[config.mk]
export PLATFORM = sky130hd
export DESIGN_NAME = compare_output_fault_trigger_ctrl
export DESIGN_NICKNAME = d
export VERILOG_FILES = /design/src/rtl/compare_ctrl_pkg.sv /design/src/rtl/compare_output_fault_trigger_ctrl.sv /design/src/rtl/compare_timebase.sv
export VERILOG_INCLUDE_DIRS = /design/src /design/src/rtl
export SDC_FILE = /design/constraint.sdc
export NUM_CORES = 1
export LEC_CHECK = 0
export BUFFER_PORTS_ARGS = -buffer_cell sky130_fd_sc_hd__clkbuf_2
export CAP_MARGIN = 20
export CORE_MARGIN = 1
export CORE_UTILIZATION = 45
export DETAILED_ROUTE_END_ITERATION = 16
export SKIP_CTS_REPAIR_TIMING = 1
export SLEW_MARGIN = 20
export SYNTH_ARGS = -nofsm -noshare
export SYNTH_HDL_FRONTEND = slang
export SYNTH_SLANG_ARGS = --single-unit
[constraint.sdc]
create_clock -name sys_clk -period 2.96 [get_ports sys_clk]
set_input_delay 0 -clock sys_clk [delete_from_list [all_inputs] [get_ports sys_clk]]
set_output_delay 0 -clock sys_clk [all_outputs]
set_load 0.01 [all_outputs]
[src/rtl/compare_ctrl_map.svh]
/*
 * Register offsets, field positions and reset values of the compare unit.
 * Assumes byte addresses on a 32-bit APB; each register is one aligned word.
 */
`ifndef COMPARE_CTRL_MAP_SVH
`define COMPARE_CTRL_MAP_SVH

// byte offsets
`define OFS_CONTROL_ONE 8'h00
`define OFS_CONTROL_TWO 8'h04
`define OFS_PERIOD 8'h08
`define OFS_DUTY 8'h0c
`define OFS_FAULT_FLAG 8'h10
`define OFS_IRQ_STATUS 8'h14
`define OFS_IRQ_MASK 8'h18

// control one
`define BIT_UNIT_ENABLE 0

// control two fields
`define BIT_FAULT_HOLD_SELECT 15
`define BIT_FAULT_DRIVE_LEVEL 14
`define BIT_FAULT_FLOAT_ENABLE 13
`define BIT_OUTPUT_INVERT 12
`define BIT_CASCADE_PAIR_ENABLE 8
`define BIT_TRIGGER_OR_SYNC_SELECT 7
`define BIT_TRIGGER_RUN_FLAG 6
`define BIT_OUTPUT_FLOAT 5
`define SRC_SEL_HI 4
`define SRC_SEL_LO 0
`define CONTROL_TWO_RESET 16'h000c
`define CONTROL_TWO_WMASK 16'hf1ff

// interrupt status bits
`define IRQ_PERIOD 0
`define IRQ_FAULT 1
`define IRQ_TRIGGER 2
`define IRQ_WIDTH 3

// source code that selects nothing
`define SRC_NONE 5'h00
`define HALF_WIDTH 16

`endif

[src/rtl/compare_ctrl_pkg.sv]
/*
 * Types shared by the compare unit files.
 * Assumes compare_ctrl_map.svh supplies the numeric layout.
 */
package compare_ctrl_pkg;
    typedef enum logic [1:0] {
        UNIT_OFF,
        UNIT_RUN,
        UNIT_FAULT
    } unit_state_t;
    typedef logic [4:0] source_code_t;
endpackage : compare_ctrl_pkg

[src/rtl/compare_output_fault_trigger_ctrl.sv]
/*
 * Output compare unit with fault handling, inversion, cascade, trigger/sync
 * control and an APB register slave with interrupt.
 * Assumes all inputs synchronous to sys_clk; fault_in and trig_src are levels
 * or pulses sampled each edge; the pad combines cmp_out with cmp_oe_n.
 */
// The address map and the APB register port are this design's own decisions.
`timescale 1ns/1ps
`default_nettype none
`include "compare_ctrl_map.svh"
module compare_output_fault_trigger_ctrl
    import compare_ctrl_pkg::*;
#(
    parameter int WIDTH = 32,
    parameter int NUM_SRC = 32,
    parameter compare_ctrl_pkg::source_code_t SEQ_SRC_CODE = 5'h1f
) (
    input wire logic sys_clk,
    input wire logic arst_n,
    input wire logic psel,
    input wire logic penable,
    input wire logic pwrite,
    input wire logic [7:0] paddr,
    input wire logic [31:0] pwdata,
    output logic [31:0] prdata,
    output logic pready,
    output logic pslverr,
    input wire logic [NUM_SRC-1:0] trig_src,
    input wire logic sequencer_trig,
    input wire logic fault_in,
    output logic cmp_out,
    output logic cmp_oe_n,
    output logic trig_out,
    output logic irq
);
    logic unit_enable_q;
    logic [15:0] control_two_q;
    logic [WIDTH-1:0] period_q;
    logic [WIDTH-1:0] duty_q;
    logic unit_fault_flag_q;
    logic [`IRQ_WIDTH-1:0] irq_status_q;
    logic [`IRQ_WIDTH-1:0] irq_mask_q;
    logic [31:0] prdata_q;
    logic cmp_out_q;
    logic oe_n_q;
    logic trig_out_q;
    unit_state_t state_q;

    logic setup;
    logic access;
    logic wr;
    logic rd;
    logic mapped;
    logic [31:0] rd_mux;
    logic [NUM_SRC-1:0] src_vec;
    source_code_t src_sel;
    logic src_hit;
    logic trig_mode;
    logic run_flag;
    logic hold_clear;
    logic sync_clear;
    logic [WIDTH-1:0] count;
    logic period_start;
    logic raw_cmp;
    logic leave_fault;
    logic [`IRQ_WIDTH-1:0] irq_events;

    // apb phases; zero wait states, so pready stays high
    assign setup = psel && !penable;
    assign access = psel && penable;
    assign wr = access && pwrite;
    assign rd = access && !pwrite;
    assign pready = 1'b1;
    assign mapped = (paddr == `OFS_CONTROL_ONE) || (paddr == `OFS_CONTROL_TWO) ||
                    (paddr == `OFS_PERIOD) || (paddr == `OFS_DUTY) ||
                    (paddr == `OFS_FAULT_FLAG) || (paddr == `OFS_IRQ_STATUS) ||
                    (paddr == `OFS_IRQ_MASK);
    assign pslverr = access && !mapped;
    assign prdata = prdata_q;

    // field views of control two
    assign src_sel = control_two_q[`SRC_SEL_HI:`SRC_SEL_LO];
    assign trig_mode = control_two_q[`BIT_TRIGGER_OR_SYNC_SELECT];
    assign run_flag = control_two_q[`BIT_TRIGGER_RUN_FLAG];

    // source vector; the sequencer line owns one fixed code
    always_comb begin
        src_vec = trig_src;
        src_vec[SEQ_SRC_CODE] = sequencer_trig;
        src_vec[`SRC_NONE] = 1'b0;
    end
    // self-selection is software's duty, not checked here
    assign src_hit = src_vec[src_sel];

    // trigger mode holds the timer until the run flag is set
    assign hold_clear = trig_mode && !run_flag;
    assign sync_clear = !trig_mode && src_hit;

    compare_timebase #(
        .WIDTH(WIDTH)
    ) u_timebase (
        .sys_clk(sys_clk),
        .arst_n(arst_n),
        .run(unit_enable_q),
        .hold_clear(hold_clear),
        .sync_clear(sync_clear),
        .wide(control_two_q[`BIT_CASCADE_PAIR_ENABLE]),
        .period(period_q),
        .count_q(count),
        .period_start(period_start)
    );

    // narrow mode compares only the low half of the duty value
    always_comb begin
        if (control_two_q[`BIT_CASCADE_PAIR_ENABLE]) begin
            raw_cmp = count < duty_q;
        end else begin
            raw_cmp = count[`HALF_WIDTH-1:0] < duty_q[`HALF_WIDTH-1:0];
        end
    end

    // read mux; reserved positions come back zero
    always_comb begin
        rd_mux = 32'h0000_0000;
        case (paddr)
            `OFS_CONTROL_ONE: rd_mux[`BIT_UNIT_ENABLE] = unit_enable_q;
            `OFS_CONTROL_TWO: rd_mux[15:0] = control_two_q;
            `OFS_PERIOD: rd_mux[WIDTH-1:0] = period_q;
            `OFS_DUTY: rd_mux[WIDTH-1:0] = duty_q;
            `OFS_FAULT_FLAG: rd_mux[0] = unit_fault_flag_q;
            `OFS_IRQ_STATUS: rd_mux[`IRQ_WIDTH-1:0] = irq_status_q;
            `OFS_IRQ_MASK: rd_mux[`IRQ_WIDTH-1:0] = irq_mask_q;
            default: rd_mux = 32'h0000_0000;
        endcase
    end

    // read data captured in setup so it is stable through access
    always_ff @(posedge sys_clk or negedge arst_n) begin
        if (!arst_n) begin
            prdata_q <= 32'h0000_0000;
        end else if (setup && !pwrite) begin
            prdata_q <= rd_mux;
        end
    end

    // enable, period, duty and mask registers
    always_ff @(posedge sys_clk or negedge arst_n) begin
        if (!arst_n) begin
            unit_enable_q <= 1'b0;
            period_q <= '0;
            duty_q <= '0;
            irq_mask_q <= '0;
        end else if (wr) begin
            if (paddr == `OFS_CONTROL_ONE) begin
                unit_enable_q <= pwdata[`BIT_UNIT_ENABLE];
            end
            if (paddr == `OFS_PERIOD) begin
                period_q <= pwdata[WIDTH-1:0];
            end
            if (paddr == `OFS_DUTY) begin
                duty_q <= pwdata[WIDTH-1:0];
            end
            if (paddr == `OFS_IRQ_MASK) begin
                irq_mask_q <= pwdata[`IRQ_WIDTH-1:0];
            end
        end
    end

    // control two; the run flag is also set by hardware, and the set wins
    always_ff @(posedge sys_clk or negedge arst_n) begin
        if (!arst_n) begin
            control_two_q <= `CONTROL_TWO_RESET;
        end else begin
            if (wr && paddr == `OFS_CONTROL_TWO) begin
                control_two_q <= pwdata[15:0] & `CONTROL_TWO_WMASK;
            end
            if (!unit_enable_q) begin
                control_two_q[`BIT_TRIGGER_RUN_FLAG] <= 1'b0;
            end else if (trig_mode && src_hit) begin
                control_two_q[`BIT_TRIGGER_RUN_FLAG] <= 1'b1;
            end
        end
    end

    // fault flag: set by a fault, cleared by writing one; set wins
    always_ff @(posedge sys_clk or negedge arst_n) begin
        if (!arst_n) begin
            unit_fault_flag_q <= 1'b0;
        end else if (fault_in) begin
            unit_fault_flag_q <= 1'b1;
        end else if (wr && paddr == `OFS_FAULT_FLAG && pwdata[0]) begin
            unit_fault_flag_q <= 1'b0;
        end
    end

    // exit from fault waits on a new period and, in hold mode, the flag
    always_comb begin
        leave_fault = period_start && !fault_in;
        if (control_two_q[`BIT_FAULT_HOLD_SELECT]) begin
            leave_fault = leave_fault && !unit_fault_flag_q;
        end
        // hold select clear needs no software step
    end

    // unit state
    always_ff @(posedge sys_clk or negedge arst_n) begin
        if (!arst_n) begin
            state_q <= UNIT_OFF;
        end else begin
            case (state_q)
                UNIT_OFF: begin
                    if (unit_enable_q) begin
                        state_q <= fault_in ? UNIT_FAULT : UNIT_RUN;
                    end
                end
                UNIT_RUN: begin
                    if (!unit_enable_q) begin
                        state_q <= UNIT_OFF;
                    end else if (fault_in) begin
                        state_q <= UNIT_FAULT;
                    end
                end
                UNIT_FAULT: begin
                    if (!unit_enable_q) begin
                        state_q <= UNIT_OFF;
                    end else if (leave_fault) begin
                        state_q <= UNIT_RUN;
                    end
                end
                default: state_q <= UNIT_OFF;
            endcase
        end
    end

    // pin value and enable; fault level bypasses the inverter
    always_ff @(posedge sys_clk or negedge arst_n) begin
        if (!arst_n) begin
            cmp_out_q <= 1'b0;
            oe_n_q <= 1'b1;
        end else begin
            case (state_q)
                UNIT_FAULT: begin
                    cmp_out_q <= control_two_q[`BIT_FAULT_DRIVE_LEVEL];
                    oe_n_q <= control_two_q[`BIT_FAULT_FLOAT_ENABLE] ||
                              control_two_q[`BIT_OUTPUT_FLOAT];
                end
                UNIT_RUN: begin
                    cmp_out_q <= raw_cmp ^ control_two_q[`BIT_OUTPUT_INVERT];
                    oe_n_q <= control_two_q[`BIT_OUTPUT_FLOAT];
                end
                default: begin
                    // idle output is the inactive level, still inverted
                    cmp_out_q <= control_two_q[`BIT_OUTPUT_INVERT];
                    oe_n_q <= control_two_q[`BIT_OUTPUT_FLOAT];
                end
            endcase
        end
    end
    assign cmp_out = cmp_out_q;
    assign cmp_oe_n = oe_n_q;

    // trigger out: a pulse at each period start and on switch-off
    always_ff @(posedge sys_clk or negedge arst_n) begin
        if (!arst_n) begin
            trig_out_q <= 1'b0;
        end else begin
            trig_out_q <= period_start || (state_q != UNIT_OFF && !unit_enable_q);
        end
    end
    assign trig_out = trig_out_q;

    // interrupt events; a status read clears only the bits it reported
    assign irq_events[`IRQ_PERIOD] = period_start;
    assign irq_events[`IRQ_FAULT] = fault_in && state_q != UNIT_FAULT;
    assign irq_events[`IRQ_TRIGGER] = trig_mode && src_hit && !run_flag;

    always_ff @(posedge sys_clk or negedge arst_n) begin
        if (!arst_n) begin
            irq_status_q <= '0;
        end else if (rd && paddr == `OFS_IRQ_STATUS) begin
            // read data was taken in setup; an event after it must survive
            irq_status_q <= (irq_status_q & ~prdata_q[`IRQ_WIDTH-1:0]) | irq_events;
        end else begin
            irq_status_q <= irq_status_q | irq_events;
        end
    end

    // level interrupt, combinational from sticky bits and mask
    assign irq = |(irq_status_q & irq_mask_q);
endmodule : compare_output_fault_trigger_ctrl
`default_nettype wire

[src/rtl/compare_timebase.sv]
/*
 * Timebase counter of the compare unit: 16 or 32 bits, held, synced.
 * Assumes sys_clk domain; hold/sync inputs may be levels held for many cycles.
 */
`timescale 1ns/1ps
`default_nettype none
`include "compare_ctrl_map.svh"
module compare_timebase #(
    parameter int WIDTH = 32
) (
    input wire logic sys_clk,
    input wire logic arst_n,
    input wire logic run,
    input wire logic hold_clear,
    input wire logic sync_clear,
    input wire logic wide,
    input wire logic [WIDTH-1:0] period,
    output logic [WIDTH-1:0] count_q,
    output logic period_start
);
    logic [WIDTH-1:0] limit;
    logic at_end;

    // narrow mode looks only at the low half of the period
    assign limit = wide ? period : {{(WIDTH-`HALF_WIDTH){1'b0}}, period[`HALF_WIDTH-1:0]};
    assign at_end = (count_q >= limit);
    assign period_start = run && !hold_clear && (at_end || sync_clear);

    // counter; held at zero while waiting for a trigger
    always_ff @(posedge sys_clk or negedge arst_n) begin
        if (!arst_n) begin
            count_q <= '0;
        end else if (!run || hold_clear || sync_clear || at_end) begin
            count_q <= '0;
        end else begin
            count_q <= count_q + {{(WIDTH-1){1'b0}}, 1'b1};
        end
    end
endmodule : compare_timebase
`default_nettype wire

==> metrics.txt <==
Worst Path Required=3.31 ns; PwrDens=437 mW/mm^2; post-DP HPWL=15,100 um; layout cells sized above 1=20.0%; Post-Synthesis Net Count=1,045; delay-heaviest family, CP=compound AO/OA/AOI/OAI gates; crit-path max FO=32; Clock Tree Buf Depth=2; DRC=0; fin crit share=90.9%; CP cell instances=inv_1 -> ha_1 -> nand2b_1 -> a2111oi_1 -> o21ai_1 -> a2111oi_4 -> o21a_2 -> nand4_4 -> buf_12 -> nor2_1; routed len/inst=16.2 um; post-synthesis cell area=0.00873 mm^2; pre-CTS WS=0.238 ns; gpl congestion=0.843; CP Class=reg -> reg; Die Y=141 um; most frequent cells in the layout=dfrtp_1, nand2_1, clkbuf_2; crit path launch type=flip-flop; Synth Warn #=0; VDD IR max=0.000421 V; final setup fails=0; FFs w/ async S/R, synth=100%; nets=1,187; count of buffers from port buffering=113; core box area=0.0188 mm^2; ant diodes=0; Core Rows=50; Data arrival, critical path=3.04 ns; commonest register cell after synthesis=dfrtp_1; Top Ports=117; H-tree lvl count=4; Gate Count Post-Synth=898; largest net degree at the start of global routing=155; post-synth cell types=66; Reg clk slew, reported paths=0.06 ns; CTS tree=done; Lkg Pwr=5.12 nW; HP Class=in -> reg; initial detailed-routing violation count=393; Avg Inst Size Synth=9.72 um^2; die area=0.0200 mm^2; slowest CP cell=a2111oi_4; final core area utilization=55.6%; setup_tns=0 ns; fin cells=1,312; clk_skew=0.00705 ns; final worst slack=0.270 ns; sequential fraction of the synthesis area=44.2%; max_cap viols=0; Final Hold Fails=0; CTS Sinks=154; crit end category=flip-flop; vias per cell=5.25; vias in the first global route=6,555; TritonCTS buffer count=17; chip width=141 um; count of final max-slew check failures=0; Max Clock Freq=0.372 GHz; drt first pass iters=5; Yosys reg bits=154; Syn-to-layout area delta=20.0%; outcome=complete, no violations; routed via count=6,894; Clock Latency Late Sink=0.43 ns; CTS root buffer=clkbuf_16; initial antenna violation count=0; Slew headroom=41.4%; placed cells=1,246; Initial Util=46.4%; Post-synth EDFFs=0; fillcell total=1,715; Overflow after GRT=0; Tmin final=2.69 ns; worst-margin pin slew=0.878 ns; DRT Wirelength=21,200 um; commonest non-fill, non-tap cell in the layout=dfrtp_1; Buf/Inv on CP=2; total track usage=22.4%; Largest stage delay, worst path=0.45 ns; DRT antenna net count=0; first-pass GRT wire length=34,700 um
==> per-stage QoR <==
stage	cell area [um^2]	hold slack (ns)	power, mW
after floorplan	8730	-0.296	2.38
after global placement	9570	0.216	2.56
after detailed placement	9570	0.211	2.56
after CTS	10100	-0.239	4.59
after global routing	10500	0.0712	4.75
final	10500	0.0268	4.57
==> worst register-to-register path, stage by stage, from the launching register on <==
cell,delay (ns)
dfrtp_1,0.43
inv_1,0.06
ha_1,0.26
nand2b_1,0.14
a2111oi_1,0.37
o21ai_1,0.19
a2111oi_4,0.45
o21a_2,0.27
nand4_4,0.11
buf_12,0.21
nor2_1,0.13
==> where the power goes <==
| part | switching, mW | internal (mW) | leakage [nW] |
|---|---|---|---|
| Combinational | 0.213 | 0.166 | 2.99 |
| Clock | 0.871 | 1.14 | 0.247 |
| Sequential | 0.0288 | 2.15 | 1.88 |
==> cells in the mapped netlist (3+ instances only) <==
cell | n | area share (%)
mux2i_1 | 38 | 4.4
nor2b_1 | 3 | 0.22
a21o_1 | 4 | 0.34
nand2_1 | 142 | 6.1
mux4_1 | 4 | 1.2
and4_1 | 5 | 0.50
clkbuf_1 | 21 | 0.90
nand2b_1 | 3 | 0.22
dfrtp_1 | 151 | 43
ha_1 | 68 | 9.7
a31oi_1 | 4 | 0.29
a21oi_1 | 42 | 2.4
xor2_1 | 19 | 1.9
buf_2 | 6 | 0.34
nand4_1 | 17 | 1.2
nor3_1 | 7 | 0.40
o21ai_0 | 76 | 4.4
mux4_2 | 3 | 0.77
a221oi_1 | 4 | 0.40
dfstp_2 | 3 | 0.90
nor2_1 | 64 | 2.8
xnor2_1 | 11 | 1.1
nor4_1 | 6 | 0.43
mux2_2 | 33 | 4.3
inv_1 | 63 | 2.7
and3_1 | 4 | 0.29
buf_1 | 6 | 0.26
nand3_1 | 23 | 1.3
o31ai_1 | 20 | 1.7
o22ai_1 | 3 | 0.22
==> cell type report <==
class	instances	area (um^2)	area share [%]
clock buffer	19	433	4.13
multi-input combinational	641	4440	42.4
timing repair buffer	163	1070	10.2
sequential	154	3860	36.8
tap	260	325	3.11
inverter	63	236	2.26
clock inverter	12	104	0.992
==> metal layers <==
metal | part of all wire [%] | vias to the layer above | track usage [%]
met4 | 0.88 | 0 | 6.35
met3 | 3.1 | 11 | 3.51
li1 | - | 3434 | -
met2 | 44 | 120 | 33.5
met5 | 0 | - | 0
met1 | 52 | 3329 | 33.4
==> cell families after synthesis <==
| group | after synthesis | share of synthesized area, % |
|---|---|---|
| compound gates | 177 | 12.1 |
| flops | 154 | 44.2 |
| simple gates | 287 | 15.1 |
| mux | 78 | 10.6 |
| xor+xnor | 30 | 3.01 |
| buf+inv | 103 | 5.17 |
| other cells | 1 | 0.0430 |
| fa+ha+maj | 68 | 9.75 |
==> registers in the layout (all words and copies together) (netlist names) <==
register and cells:
prdata 32, u_timebase.count_q 32, cmp_oe_n 1, control_two_q 13
irq_status_q 3, cmp_out 1, state_q 2, period_q 32
unit_enable_q 1, duty_q 32, unit_fault_flag_q 1, irq_mask_q 3
trig_out 1
==> path summary, 6_finish.rpt <==
kind / from / endpoint / slack (ns) / cells past startpoint
max in group asynchronous: arst_n / duty_q[28] / 2.05 / 3
min in group asynchronous: arst_n / period_q[5] / 0.23 / 3
setup reg to reg: u_timebase.count_q[0] / u_timebase.count_q[17] / 0.27 / 10
hold reg to reg: prdata[25] / prdata[25] / 0.48 / 2
setup / recovery: u_timebase.count_q[0] / u_timebase.count_q[17] / 0.27 / 10
hold / removal: paddr[4] / unit_fault_flag_q / 0.03 / 4
Note: power is estimated with default switching activity, not from simulation.
